--- src/hw/ssc_pkg.sv ---
// Package of constants for the system status and control register bank
package ssc_pkg;

	// ************************************************************
	// Register offsets
	// ************************************************************
	localparam logic [3:0] SSC_OFS_BREAK_WAIT   = 4'h0;
	localparam logic [3:0] SSC_OFS_RESET_SRC    = 4'h1;
	localparam logic [3:0] SSC_OFS_BREAK_CTRL   = 4'h2;
	localparam logic [3:0] SSC_OFS_IRQ_STATUS   = 4'h3;
	localparam logic [3:0] SSC_OFS_IRQ_MASK     = 4'h4;
	localparam logic [3:0] SSC_OFS_BREAK_STATE  = 4'h5;

	// ************************************************************
	// Field positions
	// ************************************************************
	localparam int SSC_BIT_BREAK_WAIT    = 0;
	localparam int SSC_BIT_CLEAR_ENABLE  = 0;
	localparam int SSC_BIT_POWER_ON      = 7;
	localparam int SSC_BIT_PIN           = 6;
	localparam int SSC_BIT_WATCHDOG      = 5;
	localparam int SSC_BIT_ILL_OPCODE    = 4;
	localparam int SSC_BIT_ILL_ADDRESS   = 3;
	localparam int SSC_BIT_BROWNOUT      = 1;
	localparam int SSC_IRQ_BREAK_WAKE    = 0;
	localparam int SSC_IRQ_RESET_SEEN    = 1;

	// ************************************************************
	// Reset values
	// ************************************************************
	localparam logic [7:0] SSC_RST_BREAK_WAIT  = 8'h00;
	localparam logic [7:0] SSC_RST_RESET_SRC   = 8'h80;
	localparam logic [7:0] SSC_RST_BREAK_CTRL  = 8'h00;
	localparam logic [7:0] SSC_RST_IRQ         = 8'h00;
	localparam logic [7:0] SSC_READ_UNMAPPED   = 8'h00;

	// Cause of the reset just ended
	typedef enum logic [2:0] {
		SSC_CAUSE_POWER_ON  = 3'b000,
		SSC_CAUSE_PIN       = 3'b001,
		SSC_CAUSE_WATCHDOG  = 3'b010,
		SSC_CAUSE_ILL_OP    = 3'b011,
		SSC_CAUSE_ILL_ADDR  = 3'b100,
		SSC_CAUSE_BROWNOUT  = 3'b101,
		SSC_CAUSE_NONE      = 3'b111
	} ssc_cause_t;

endpackage : ssc_pkg

--- src/hw/ssc_sync.sv ---
// Two flop synchroniser for a single level
`timescale 1ns/100ps
`default_nettype none
module ssc_sync (
	// Clock and reset
	input  wire logic clk,
	input  wire logic nrst,
	// Level in and out
	input  wire logic din,
	output var  logic dout
);
	logic meta_q;

	// First flop only feeds the second
	always_ff @(posedge clk) begin
		if (!nrst) begin
			meta_q <= 1'b0;
			dout   <= 1'b0;
		end else begin
			meta_q <= din;
			dout   <= meta_q;
		end
	end
endmodule : ssc_sync
`default_nettype wire

--- src/hw/ssc_cause_latch.sv ---
// Captures the source of a reset while it is held and reports it at release
`timescale 1ns/100ps
`default_nettype none
module ssc_cause_latch
	import ssc_pkg::*;
(
	// Clock and reset
	input  wire logic       clk,
	input  wire logic       nrst,
	// Synchronised cause levels
	input  wire logic       por_s,
	input  wire logic       pin_s,
	input  wire logic       wdog_s,
	input  wire logic       illegal_opcode_reset_flag_s,
	input  wire logic       illegal_address_reset_flag_s,
	input  wire logic       bod_s,
	// Cause captured, pulse on release
	output var  logic [2:0] cause,
	output var  logic       release_pulse
);
	logic held_q;

	// Cause sampled while reset holds; power-on has priority
	always_ff @(posedge clk) begin
		if (!nrst) begin
			held_q <= 1'b1;
			if (por_s)
				cause <= SSC_CAUSE_POWER_ON;
			else if (bod_s)
				cause <= SSC_CAUSE_BROWNOUT;
			else if (wdog_s)
				cause <= SSC_CAUSE_WATCHDOG;
			else if (illegal_opcode_reset_flag_s)
				cause <= SSC_CAUSE_ILL_OP;
			else if (illegal_address_reset_flag_s)
				cause <= SSC_CAUSE_ILL_ADDR;
			else if (pin_s)
				cause <= SSC_CAUSE_PIN;
			else
				cause <= SSC_CAUSE_NONE; // No stale cause from an earlier reset
			release_pulse <= 1'b0;
		end else begin
			held_q        <= 1'b0;
			release_pulse <= held_q;
		end
	end
endmodule : ssc_cause_latch
`default_nettype wire

--- src/hw/ssc_regs.sv ---
// System status and control register bank with break flag protection
//
// Summary of operation
// - Break waking wait mode sets break-wait flag
// - Writing zero clears the break-wait flag
// - Any reset clears the break-wait flag
// - Reading reset-source register clears all flags
// - Power-on sets its flag, clears others
// - Pin reset sets pin flag
// - Watchdog reset sets watchdog flag
// - Illegal opcode reset sets its flag
// - Only illegal opcode fetch sets address flag
// - Brownout reset sets brownout flag
// - Enable set: break accesses clear flags
// - Enable clear: break accesses keep flags
// - Break clears persist; two-step stays protected
`timescale 1ns/100ps
`default_nettype none
module ssc_regs
	import ssc_pkg::*;
(
	// Clock and reset
	input  wire logic       clk,
	input  wire logic       nrst,
	// Register port
	input  wire logic [3:0] addr,
	input  wire logic [7:0] wdata,
	input  wire logic       wr,
	input  wire logic       rd,
	output var  logic [7:0] rdata,
	// Reset cause levels, held during reset
	input  wire logic       por_cause,
	input  wire logic       pin_cause,
	input  wire logic       wdog_cause,
	input  wire logic       illegal_opcode_reset_flag_cause,
	input  wire logic       illegal_address_reset_flag_cause,
	input  wire logic       illegal_address_reset_flag_is_fetch,
	input  wire logic       bod_cause,
	// Processor state
	input  wire logic       in_wait,
	input  wire logic       break_irq,
	input  wire logic       in_break,
	// Permission given to other modules to clear flags
	output var  logic       flag_clear_ok,
	output var  logic       step_clear_ok,
	// Interrupt
	output var  logic       irq
);
	// ************************************************************
	// Input synchronisers
	// ************************************************************
	// Synchronised cause levels
	logic       por_s;
	logic       pin_s;
	logic       wdog_s;
	logic       illegal_opcode_reset_flag_s;
	logic       illegal_address_reset_flag_s;
	logic       fetch_s;
	logic       bod_s;
	// Synchronised processor state
	logic       wait_s;
	logic       brk_irq_s;
	logic       brk_s;
	// Captured cause and its release strobe
	logic [2:0] cause;
	logic       rel_pulse;

	// Cause chains ignore reset: the levels must get through while reset holds
	ssc_sync u_sync_por (
		.clk  (clk),
		.nrst (1'b1),
		.din  (por_cause),
		.dout (por_s)
	);

	ssc_sync u_sync_pin (
		.clk  (clk),
		.nrst (1'b1),
		.din  (pin_cause),
		.dout (pin_s)
	);

	ssc_sync u_sync_wdog (
		.clk  (clk),
		.nrst (1'b1),
		.din  (wdog_cause),
		.dout (wdog_s)
	);

	ssc_sync u_sync_illegal_opcode_reset_flag (
		.clk  (clk),
		.nrst (1'b1),
		.din  (illegal_opcode_reset_flag_cause),
		.dout (illegal_opcode_reset_flag_s)
	);

	ssc_sync u_sync_illegal_address_reset_flag (
		.clk  (clk),
		.nrst (1'b1),
		.din  (illegal_address_reset_flag_cause),
		.dout (illegal_address_reset_flag_s)
	);

	ssc_sync u_sync_fetch (
		.clk  (clk),
		.nrst (1'b1),
		.din  (illegal_address_reset_flag_is_fetch),
		.dout (fetch_s)
	);

	ssc_sync u_sync_bod (
		.clk  (clk),
		.nrst (1'b1),
		.din  (bod_cause),
		.dout (bod_s)
	);

	// State chains clear in reset, so a wake seen before a reset
	// cannot set the flag after it
	ssc_sync u_sync_wait (
		.clk  (clk),
		.nrst (nrst),
		.din  (in_wait),
		.dout (wait_s)
	);

	ssc_sync u_sync_bi (
		.clk  (clk),
		.nrst (nrst),
		.din  (break_irq),
		.dout (brk_irq_s)
	);

	ssc_sync u_sync_brk (
		.clk  (clk),
		.nrst (nrst),
		.din  (in_break),
		.dout (brk_s)
	);

	// Cause capture; address flag only counts opcode fetches
	// An illegal address hit from a data access leaves no mark
	ssc_cause_latch u_cause (
		.clk           (clk),
		.nrst          (nrst),
		.por_s         (por_s),
		.pin_s         (pin_s),
		.wdog_s        (wdog_s),
		.illegal_opcode_reset_flag_s        (illegal_opcode_reset_flag_s),
		.illegal_address_reset_flag_s        (illegal_address_reset_flag_s & fetch_s),
		.bod_s         (bod_s),
		.cause         (cause),
		.release_pulse (rel_pulse)
	);

	// ************************************************************
	// Access decode
	// ************************************************************
	// Every access completes in one cycle; the bus never waits
	// Index compare shared by every strobe
	function automatic logic hit(input logic [3:0] a, input logic [3:0] ofs);
		hit = (a == ofs);
	endfunction : hit

	// Strobes qualified by register index
	logic wr_bw;
	logic wr_ctl;
	logic wr_ist;
	logic wr_msk;
	logic rd_src;
	assign wr_bw  = wr && hit(addr, SSC_OFS_BREAK_WAIT);
	assign wr_ctl = wr && hit(addr, SSC_OFS_BREAK_CTRL);
	assign wr_ist = wr && hit(addr, SSC_OFS_IRQ_STATUS);
	assign wr_msk = wr && hit(addr, SSC_OFS_IRQ_MASK);
	assign rd_src = rd && hit(addr, SSC_OFS_RESET_SRC);

	// ************************************************************
	// Break-wait flag
	// ************************************************************
	// Tells the break handler that wait mode was cut short
	logic bw_q;
	logic bw_d;
	logic wake_ev;
	// Break while waiting; both levels are synchronised first
	assign wake_ev = brk_irq_s && wait_s;

	// Next value; a wake in the same cycle as a write of zero wins
	always_comb begin
		bw_d = bw_q;
		if (wr_bw && !wdata[SSC_BIT_BREAK_WAIT])
			bw_d = 1'b0;
		if (wake_ev)
			bw_d = 1'b1;
	end

	// Flag register, cleared by every kind of reset
	always_ff @(posedge clk) begin
		if (!nrst)
			bw_q <= SSC_RST_BREAK_WAIT[0];
		else
			bw_q <= bw_d;
	end

	// ************************************************************
	// Reset source flags
	// ************************************************************
	// Flags record the cause of the last reset and clear on a read
	logic [7:0] src_q;
	logic [7:0] src_d;
	logic [7:0] cause_bits;

	// One-hot flag image of the captured cause
	always_comb begin
		cause_bits = 8'h00;
		unique case (cause)
			SSC_CAUSE_POWER_ON: cause_bits[SSC_BIT_POWER_ON]    = 1'b1;
			SSC_CAUSE_PIN:      cause_bits[SSC_BIT_PIN]         = 1'b1;
			SSC_CAUSE_WATCHDOG: cause_bits[SSC_BIT_WATCHDOG]    = 1'b1;
			SSC_CAUSE_ILL_OP:   cause_bits[SSC_BIT_ILL_OPCODE]  = 1'b1;
			SSC_CAUSE_ILL_ADDR: cause_bits[SSC_BIT_ILL_ADDRESS] = 1'b1;
			SSC_CAUSE_BROWNOUT: cause_bits[SSC_BIT_BROWNOUT]    = 1'b1;
			default:            cause_bits = 8'h00;
		endcase
	end

	// Next value; the update at release beats a read in the same cycle
	always_comb begin
		src_d = src_q;
		if (rd_src)
			src_d = 8'h00;
		if (rel_pulse)
			src_d = (cause == SSC_CAUSE_POWER_ON) ? cause_bits
			        : (src_q | cause_bits);
	end

	// Contents survive a non power-on reset, so software still sees older
	// flags after a watchdog or pin reset; only power-on starts afresh
	always_ff @(posedge clk) begin
		if (!nrst && por_s)
			src_q <= SSC_RST_RESET_SRC;
		else if (nrst)
			src_q <= src_d;
	end

	// ************************************************************
	// Break flag control and protection outputs
	// ************************************************************
	// The enable decides whether other modules may make single-step flag clears in break; two-step clears stay blocked
	logic break_clear_enable_q;

	// Clear enable bit, software owned
	always_ff @(posedge clk) begin
		if (!nrst)
			break_clear_enable_q <= SSC_RST_BREAK_CTRL[0];
		else if (wr_ctl)
			break_clear_enable_q <= wdata[SSC_BIT_CLEAR_ENABLE];
	end

	// Single-step clears: free outside break, gated by the enable inside it
	always_ff @(posedge clk) begin
		if (!nrst)
			flag_clear_ok <= 1'b1;
		else
			flag_clear_ok <= !brk_s || break_clear_enable_q;
	end

	// Two-step clears: blocked for the whole break, so a first step taken
	// before break cannot complete inside it
	always_ff @(posedge clk) begin
		if (!nrst)
			step_clear_ok <= 1'b1;
		else
			step_clear_ok <= !brk_s;
	end

	// ************************************************************
	// Interrupt status and mask
	// ************************************************************
	// Status bits are sticky and cleared by writing one
	logic [1:0] ist_q;
	logic [1:0] ist_d;
	logic [1:0] msk_q;

	// Next status; an event beats a write-one clear in the same cycle
	always_comb begin
		ist_d = ist_q;
		if (wr_ist)
			ist_d = ist_q & ~wdata[1:0];
		if (wake_ev)
			ist_d[SSC_IRQ_BREAK_WAKE] = 1'b1;
		if (rel_pulse)
			ist_d[SSC_IRQ_RESET_SEEN] = 1'b1;
	end

	// Sticky interrupt status
	always_ff @(posedge clk) begin
		if (!nrst)
			ist_q <= SSC_RST_IRQ[1:0];
		else
			ist_q <= ist_d;
	end

	// Interrupt mask, software owned, same layout as status
	always_ff @(posedge clk) begin
		if (!nrst)
			msk_q <= SSC_RST_IRQ[1:0];
		else if (wr_msk)
			msk_q <= wdata[1:0];
	end

	// Level interrupt; uses the next status so a new event shows a cycle sooner
	always_ff @(posedge clk) begin
		if (!nrst)
			irq <= 1'b0;
		else
			irq <= |(ist_d & msk_q);
	end

	// ************************************************************
	// Read data, one cycle after the strobe
	// ************************************************************
	// Data stands only in the cycle after the strobe, zero otherwise
	// Indexes outside the map read as zero
	always_ff @(posedge clk) begin
		if (!nrst)
			rdata <= SSC_READ_UNMAPPED;
		else if (rd) begin
			unique case (addr)
				SSC_OFS_BREAK_WAIT:  rdata <= {7'h00, bw_q};
				SSC_OFS_RESET_SRC:   rdata <= src_q;
				SSC_OFS_BREAK_CTRL:  rdata <= {7'h00, break_clear_enable_q};
				SSC_OFS_IRQ_STATUS:  rdata <= {6'h00, ist_q};
				SSC_OFS_IRQ_MASK:    rdata <= {6'h00, msk_q};
				SSC_OFS_BREAK_STATE: rdata <= {7'h00, brk_s};
				default:             rdata <= SSC_READ_UNMAPPED;
			endcase
		end else
			rdata <= SSC_READ_UNMAPPED;
	end
endmodule : ssc_regs
`default_nettype wire

--- config.mk ---
export PLATFORM = sky130hd
export DESIGN_NAME = ssc_regs
export DESIGN_NICKNAME = d
export VERILOG_FILES = /design/src/hw/ssc_pkg.sv /design/src/hw/ssc_sync.sv /design/src/hw/ssc_cause_latch.sv /design/src/hw/ssc_regs.sv
export SDC_FILE = /design/constraint.sdc
export NUM_CORES = 1
export LEC_CHECK = 0
export ABC_AREA = 1
export BUFFER_PORTS_ARGS = -buffer_cell sky130_fd_sc_hd__buf_2
export CORE_MARGIN = 5
export CORE_UTILIZATION = 55
export CTS_CLUSTER_DIAMETER = 200
export CTS_CLUSTER_SIZE = 20
export DETAILED_ROUTE_END_ITERATION = 8
export GPL_ROUTABILITY_DRIVEN = 0
export PLACE_DENSITY = 0.92
export RECOVER_POWER = 25
export SLEW_MARGIN = 10
export SYNTH_ARGS = -nofsm -noshare
export SYNTH_HDL_FRONTEND = slang
export SYNTH_SLANG_ARGS = --single-unit
export TNS_END_PERCENT = 10
--- constraint.sdc ---
create_clock -name clk -period 2.15 [get_ports clk]
set_input_delay 0.43 -clock clk [delete_from_list [all_inputs] [get_ports clk]]
set_output_delay 0.43 -clock clk [all_outputs]
set_load 0.01 [all_outputs]
# --- After elaboration in Yosys (flattened, before gate mapping) ---
# Index checks and enable logic that the tools add are counted.
classes:
  n_reduce_logical: 20
  mux: 21
  bitwise_logic: 5
  n_eq_ne: 10
ops:
  columns: ["op", "count"]
  rows:
  - ["8-bit one-hot mux with 6 select lines", 1]
  - ["8-bit two-way mux", 3]
  - ["3-bit two-way mux", 5]
  - ["1-bit two-way mux", 11]
  - ["4-bit by 2-bit == test with 1-bit output, second input constant", 2]
  - ["4-bit by 3-bit == test with 1-bit output, second input constant", 2]
  - ["1-bit logical AND", 8]
  - ["8-bit bitwise OR", 1]
  - ["3-bit by 2-bit == test with 1-bit output, second input constant", 2]
  - ["3-bit == test, second input constant", 2]
  - ["2-bit AND", 2]
  - ["4-bit by 1-bit == test with 1-bit output, second input constant", 1]
  - ["4-bit zero test", 1]
  - ["2-bit AND reduction", 2]
  - ["2-bit nonzero test", 2]
  - ["2-bit OR reduction", 2]
  - ["3-bit by 1-bit == test with 1-bit output, second input constant", 1]
  - ["1-bit zero test", 3]
  - ["3-bit zero test", 1]
  - ["2-bit two-way mux", 1]
  - ["2-bit NOT", 1]
  - ["1-bit AND", 1]
  - ["1-bit logical OR", 1]
word_totals:
  in_bits: 26
  register_bits: 50
  out_inout_bits: 11
  word_cells: 89

# --- Longest topological paths before layout ---
depth:
  ltp_word: 6
  depth_mapped: 8
  ltp_nobuf: 8

# --- Hierarchy ---
# A second synthesis with hierarchy kept.
unflattened:
  hier_cells: 210
  hier_area_um2: 1721.7
by_module_without_submodules:
  columns: ["module", "n_inst", "cells_per_inst", "area_each_um2", "seq_area_each_um2"]
  rows:
  - ["ssc_regs", 1, 128, 962.2, 460.4]
  - ["ssc_sync", 10, 6, 55.1, 40.0]
  - ["ssc_cause_latch", 1, 22, 209.0, 130.1]

# --- Worst setup path before layout ---
# No wires, ideal clock.
synth_path:
  path_kind: "input port to flip-flop"
  from: "input addr[2]"
  to: "register src_q[1]"
  setup_ns: 0.114
  required_ns: 2.036
  stages: 8
  n_path_buf: 0
  arrival_time_ns: 1.021
  setup_slack_ns: 1.016
  cell_sequence: "inv_1 -> nand2_1 -> nor2_2 -> nand2_4 -> nand2_8 -> nand2_4 -> nand3_1 -> nand2_1"
synth_via:
  elab_chain_cells: 4
synth_lines:
  columns: ["element", "line", "rtl"]
  rows:
  - ["start, declared", "ssc_regs.sv:26", "input wire logic [3:0] addr,"]
  - ["4-bit by 1-bit == test with 1-bit output", "ssc_regs.sv:162", "hit = (a == ofs);"]
  - ["1-bit logical AND", "ssc_regs.sv:175", "assign rd_src = rd && hit(addr, SSC_OFS_RESET_SRC);"]
  - ["2-bit nonzero test (no source line)", null, null]
  - ["2-bit AND reduction (no source line)", null, null]
  - ["end signal, assigned", "ssc_regs.sv:242", "src_q <= src_d;"]
  - ["end, declared", "ssc_regs.sv:208", "logic [7:0] src_q;"]
# Every way passes these cells.
# A chain may end at the register's enable or synchronous reset.

# --- Worst setup path after layout ---
layout_path:
  from: "input nrst"
  to: "register src_q[3]"
layout_via:
  elab_chain_cells: 2
  elab_cells_between_ends: 3
  classes_between: "reduce/logical: 3"
layout_lines:
  columns: ["element", "line", "rtl"]
  rows:
  - ["start, declared", "ssc_regs.sv:24", "input wire logic nrst,"]
  - ["1-bit zero test", null, null]
  - ["1-bit logical AND", "ssc_regs.sv:239", "if (!nrst && por_s)"]
# Several ways; a longest one is shown, not always the timed one.

==> flow_metrics.env <==
export IMPL_outcome="completed"
export IMPL_path_max_fanout=17
export IMPL_synth_distinct_cells=22
export IMPL_clock_latency_ns=0.36
export IMPL_maxCapViolCount=0
export IMPL_syn_nets=206
export IMPL_fillerInstances=253
export IMPL_hold_depth=1
export IMPL_fin_skew_ns=0.007835
export IMPL_clk_pin_slew_ns=0.13
export IMPL_cp_end_kind="flip-flop"
export IMPL_start_util_pct=57.94
export IMPL_vias=1212
export IMPL_drt_iter0_drc=35
export IMPL_grt_usage_pct=14.72
export IMPL_synth_area_um2=1612
export IMPL_cts_path_max_buffers=2
export IMPL_antenna_left=0
export IMPL_max_stage_delay_ns=0.52
export IMPL_rr_endpoint="src_q[3]"
export IMPL_first_pass_iters=4
export IMPL_coreArea_um2=2781
export IMPL_rsz0062_at_grt="false"
export IMPL_startpoint_type="input port"
export IMPL_fin_tns_setup_ns=0
export IMPL_port_buffers=30
export IMPL_final_max_slew_viol_count=0
export IMPL_diodes=0
export IMPL_synth_cells=180
export IMPL_hold_viol=0
export IMPL_slew_headroom_pct=53.09
export IMPL_synth_seq_cells=48
export IMPL_nets=241
export IMPL_wirelength_mm=2.674
export IMPL_rr_startpoint="u_cause.cause[1]"
export IMPL_slowest_stage="clkbuf_1"
export IMPL_period_needed_ns=1.370
export IMPL_syn_avg_cell_area_um2=8.953
export IMPL_top_level_ports=37
export IMPL_min_delay_start="por_cause"
export IMPL_overflow=0
export IMPL_worstPathArrival_ns=1.64
export IMPL_startpoint="nrst"
export IMPL_tightest_slew_ns=0.7037
export IMPL_ys_warn_count=0
export IMPL_period_share_pct=63.74
export IMPL_finish_utilization_pct=66.08
export IMPL_numClockSinks=48
export IMPL_max_freq_mhz=729.7
export IMPL_cts_tree="done"
export IMPL_htree_levels=2
export IMPL_cp_common_cell="nand2_4"
export IMPL_drc=0
export IMPL_yosysSeqAreaShare_pct=61.49
export IMPL_required_ns=2.42
export IMPL_area_growth_pct=14.05
export IMPL_min_to="u_sync_por.meta_q"
export IMPL_grt_pass1_vias=1142
export IMPL_drt_vias_per_instance=4.907
export IMPL_worst_r2r_path_depth=6
export IMPL_regToRegSetupSlack_ns=1.09
export IMPL_cts_buffers=5
export IMPL_rows=19
export IMPL_postCtsSetupRepairBufs=0
export IMPL_leakagePower_nw=0.9054
export IMPL_antenna_found_initial=0
export IMPL_die_h_um=64.13
export IMPL_powerDensity_nw_per_um2=788.7
export IMPL_holdBufCountCts=0
export IMPL_die_area_um2=4113
export IMPL_cts_resized=0
export IMPL_hpwl_mm=1.912
export IMPL_setup_viol=0
export IMPL_grt_pass1_wl_mm=4.692
export IMPL_multiInputGateArea_um2=481.7
export IMPL_cts_root_buf="clkbuf_4"
export IMPL_path_cells="clkbuf_1 -> nand2_1 -> inv_1 -> nand2_4 -> nand2_8 -> nand2_4 -> nand2_4 -> nor2_1"
export IMPL_drive_gt1_share_pct=20.83
export IMPL_peakVddDrop_uv=888.7
export IMPL_seq_area_um2=991.0
export IMPL_hp_class="in2reg"
export IMPL_die_w_um=64.13
export IMPL_wire_per_inst_um=10.83
export IMPL_critPathKind="in2reg"
export IMPL_grt_start_max_net_pins=18
[worst max-delay path, delay by kind of cell]
family / cells / cell delay [ns]
buffers and inverters: 2 / 0.66
and+or+nand+nor: 6 / 0.54
[per-layer routing]
| layer | wire length, µm | GRT usage, % | part of all wire, % |
|---|---|---|---|
| met4 | 93 | 8.397 | 3.5 |
| met1 | 1080 | 15.80 | 40 |
| met5 | 0 | 0 | 0 |
| met2 | 1272 | 23.87 | 48 |
| met3 | 228 | 6.655 | 8.5 |
[where the power goes]
part           switching, W  internal (W)
combinational     0.0000617     0.0000374
clock              0.000271      0.000126
sequential        0.0000162      0.000937
[layout make-up]
| type | instances | share of cell area [%] |
|---|---|---|
| clock buffers | 6 | 2.246 |
| clock inverters | 2 | 0.6807 |
| inverters | 33 | 6.739 |
| multi-input cells | 97 | 26.21 |
| flip-flops and latches | 48 | 53.91 |
| well taps | 31 | 2.110 |
| repair buffers | 30 | 8.101 |
[cells by family (layout without fill, tap and decap cells)]
kind of cell | Yosys count | in the layout | synth area share [%]
and+or+nand+nor | 73 | 73 | 21.97
buffers and inverters | 35 | 71 | 8.618
AOI/OAI and AO/OA | 23 | 23 | 7.687
DFF | 48 | 48 | 61.49
other | 1 | 1 | 0.2327
[placed cells by master (no fill, tap or decap), types with 3 or more instances in the layout]
master	count
a21oi_1	13
buf_2	29
dfxtp_1	45
clkbuf_4	5
nand3_1	15
nand2_4	3
nand4_1	3
nor2_1	16
o21ai_0	6
nand2_1	30
edfxtp_1	3
inv_1	31
[flip-flops by register name (all words and copies together), names as in the netlist, 2 cells and up]
register,count
u_cause.cause,3
ist_q,2
src_q,6
rdata,8
msk_q,2
[Yosys cell counts]
cell type,number,area (µm²)
dfxtp_1,45,900.9
inv_1,31,116.4
nand2_1,30,112.6
nor2_1,16,60.06
nand3_1,15,75.07
a21oi_1,13,65.06
o21ai_0,6,30.03
edfxtp_1,3,90.09
nand2_4,3,33.78
nand4_1,3,18.77
inv_2,2,7.510
nor2_2,2,12.51
nor3_1,2,10.01
a211oi_1,1,7.510
a31oi_1,1,6.260
buf_6,1,11.26
clkbuf_1,1,3.750
conb_1,1,3.750
nand2_8,1,20.02
nor2_4,1,11.26
o211ai_1,1,7.510
o21bai_1,1,7.510
[worst max-delay path by stage]
stage / slack [ns] / endpoint / cells after the start
after global placement: 0.74 / src_q[5] / 8
final: 0.78 / src_q[3] / 8
after floorplan: 1.02 / src_q[1] / 8
after global routing: 0.68 / src_q[1] / 8
after detailed placement: 0.71 / src_q[1] / 8
after CTS: 0.90 / rdata[5] / 1
[through the flow]
stage / std cells / power (W) / area (µm²) / setup slack, ns / hold slack, ns
after floorplan: 180 / 0.001033 / 1612 / 1.016 / 0.3096
after global placement: 239 / 0.001064 / 1785 / 0.7441 / 0.3100
after detailed placement: 239 / 0.001071 / 1785 / 0.7111 / 0.3121
after CTS: 247 / 0.001464 / 1839 / 0.8963 / 0.1392
after global routing: 247 / 0.001536 / 1838 / 0.6822 / 0.1200
final: 247 / 0.001450 / 1838 / 0.7796 / 0.1534
Power figures use the tool's default switching activity.
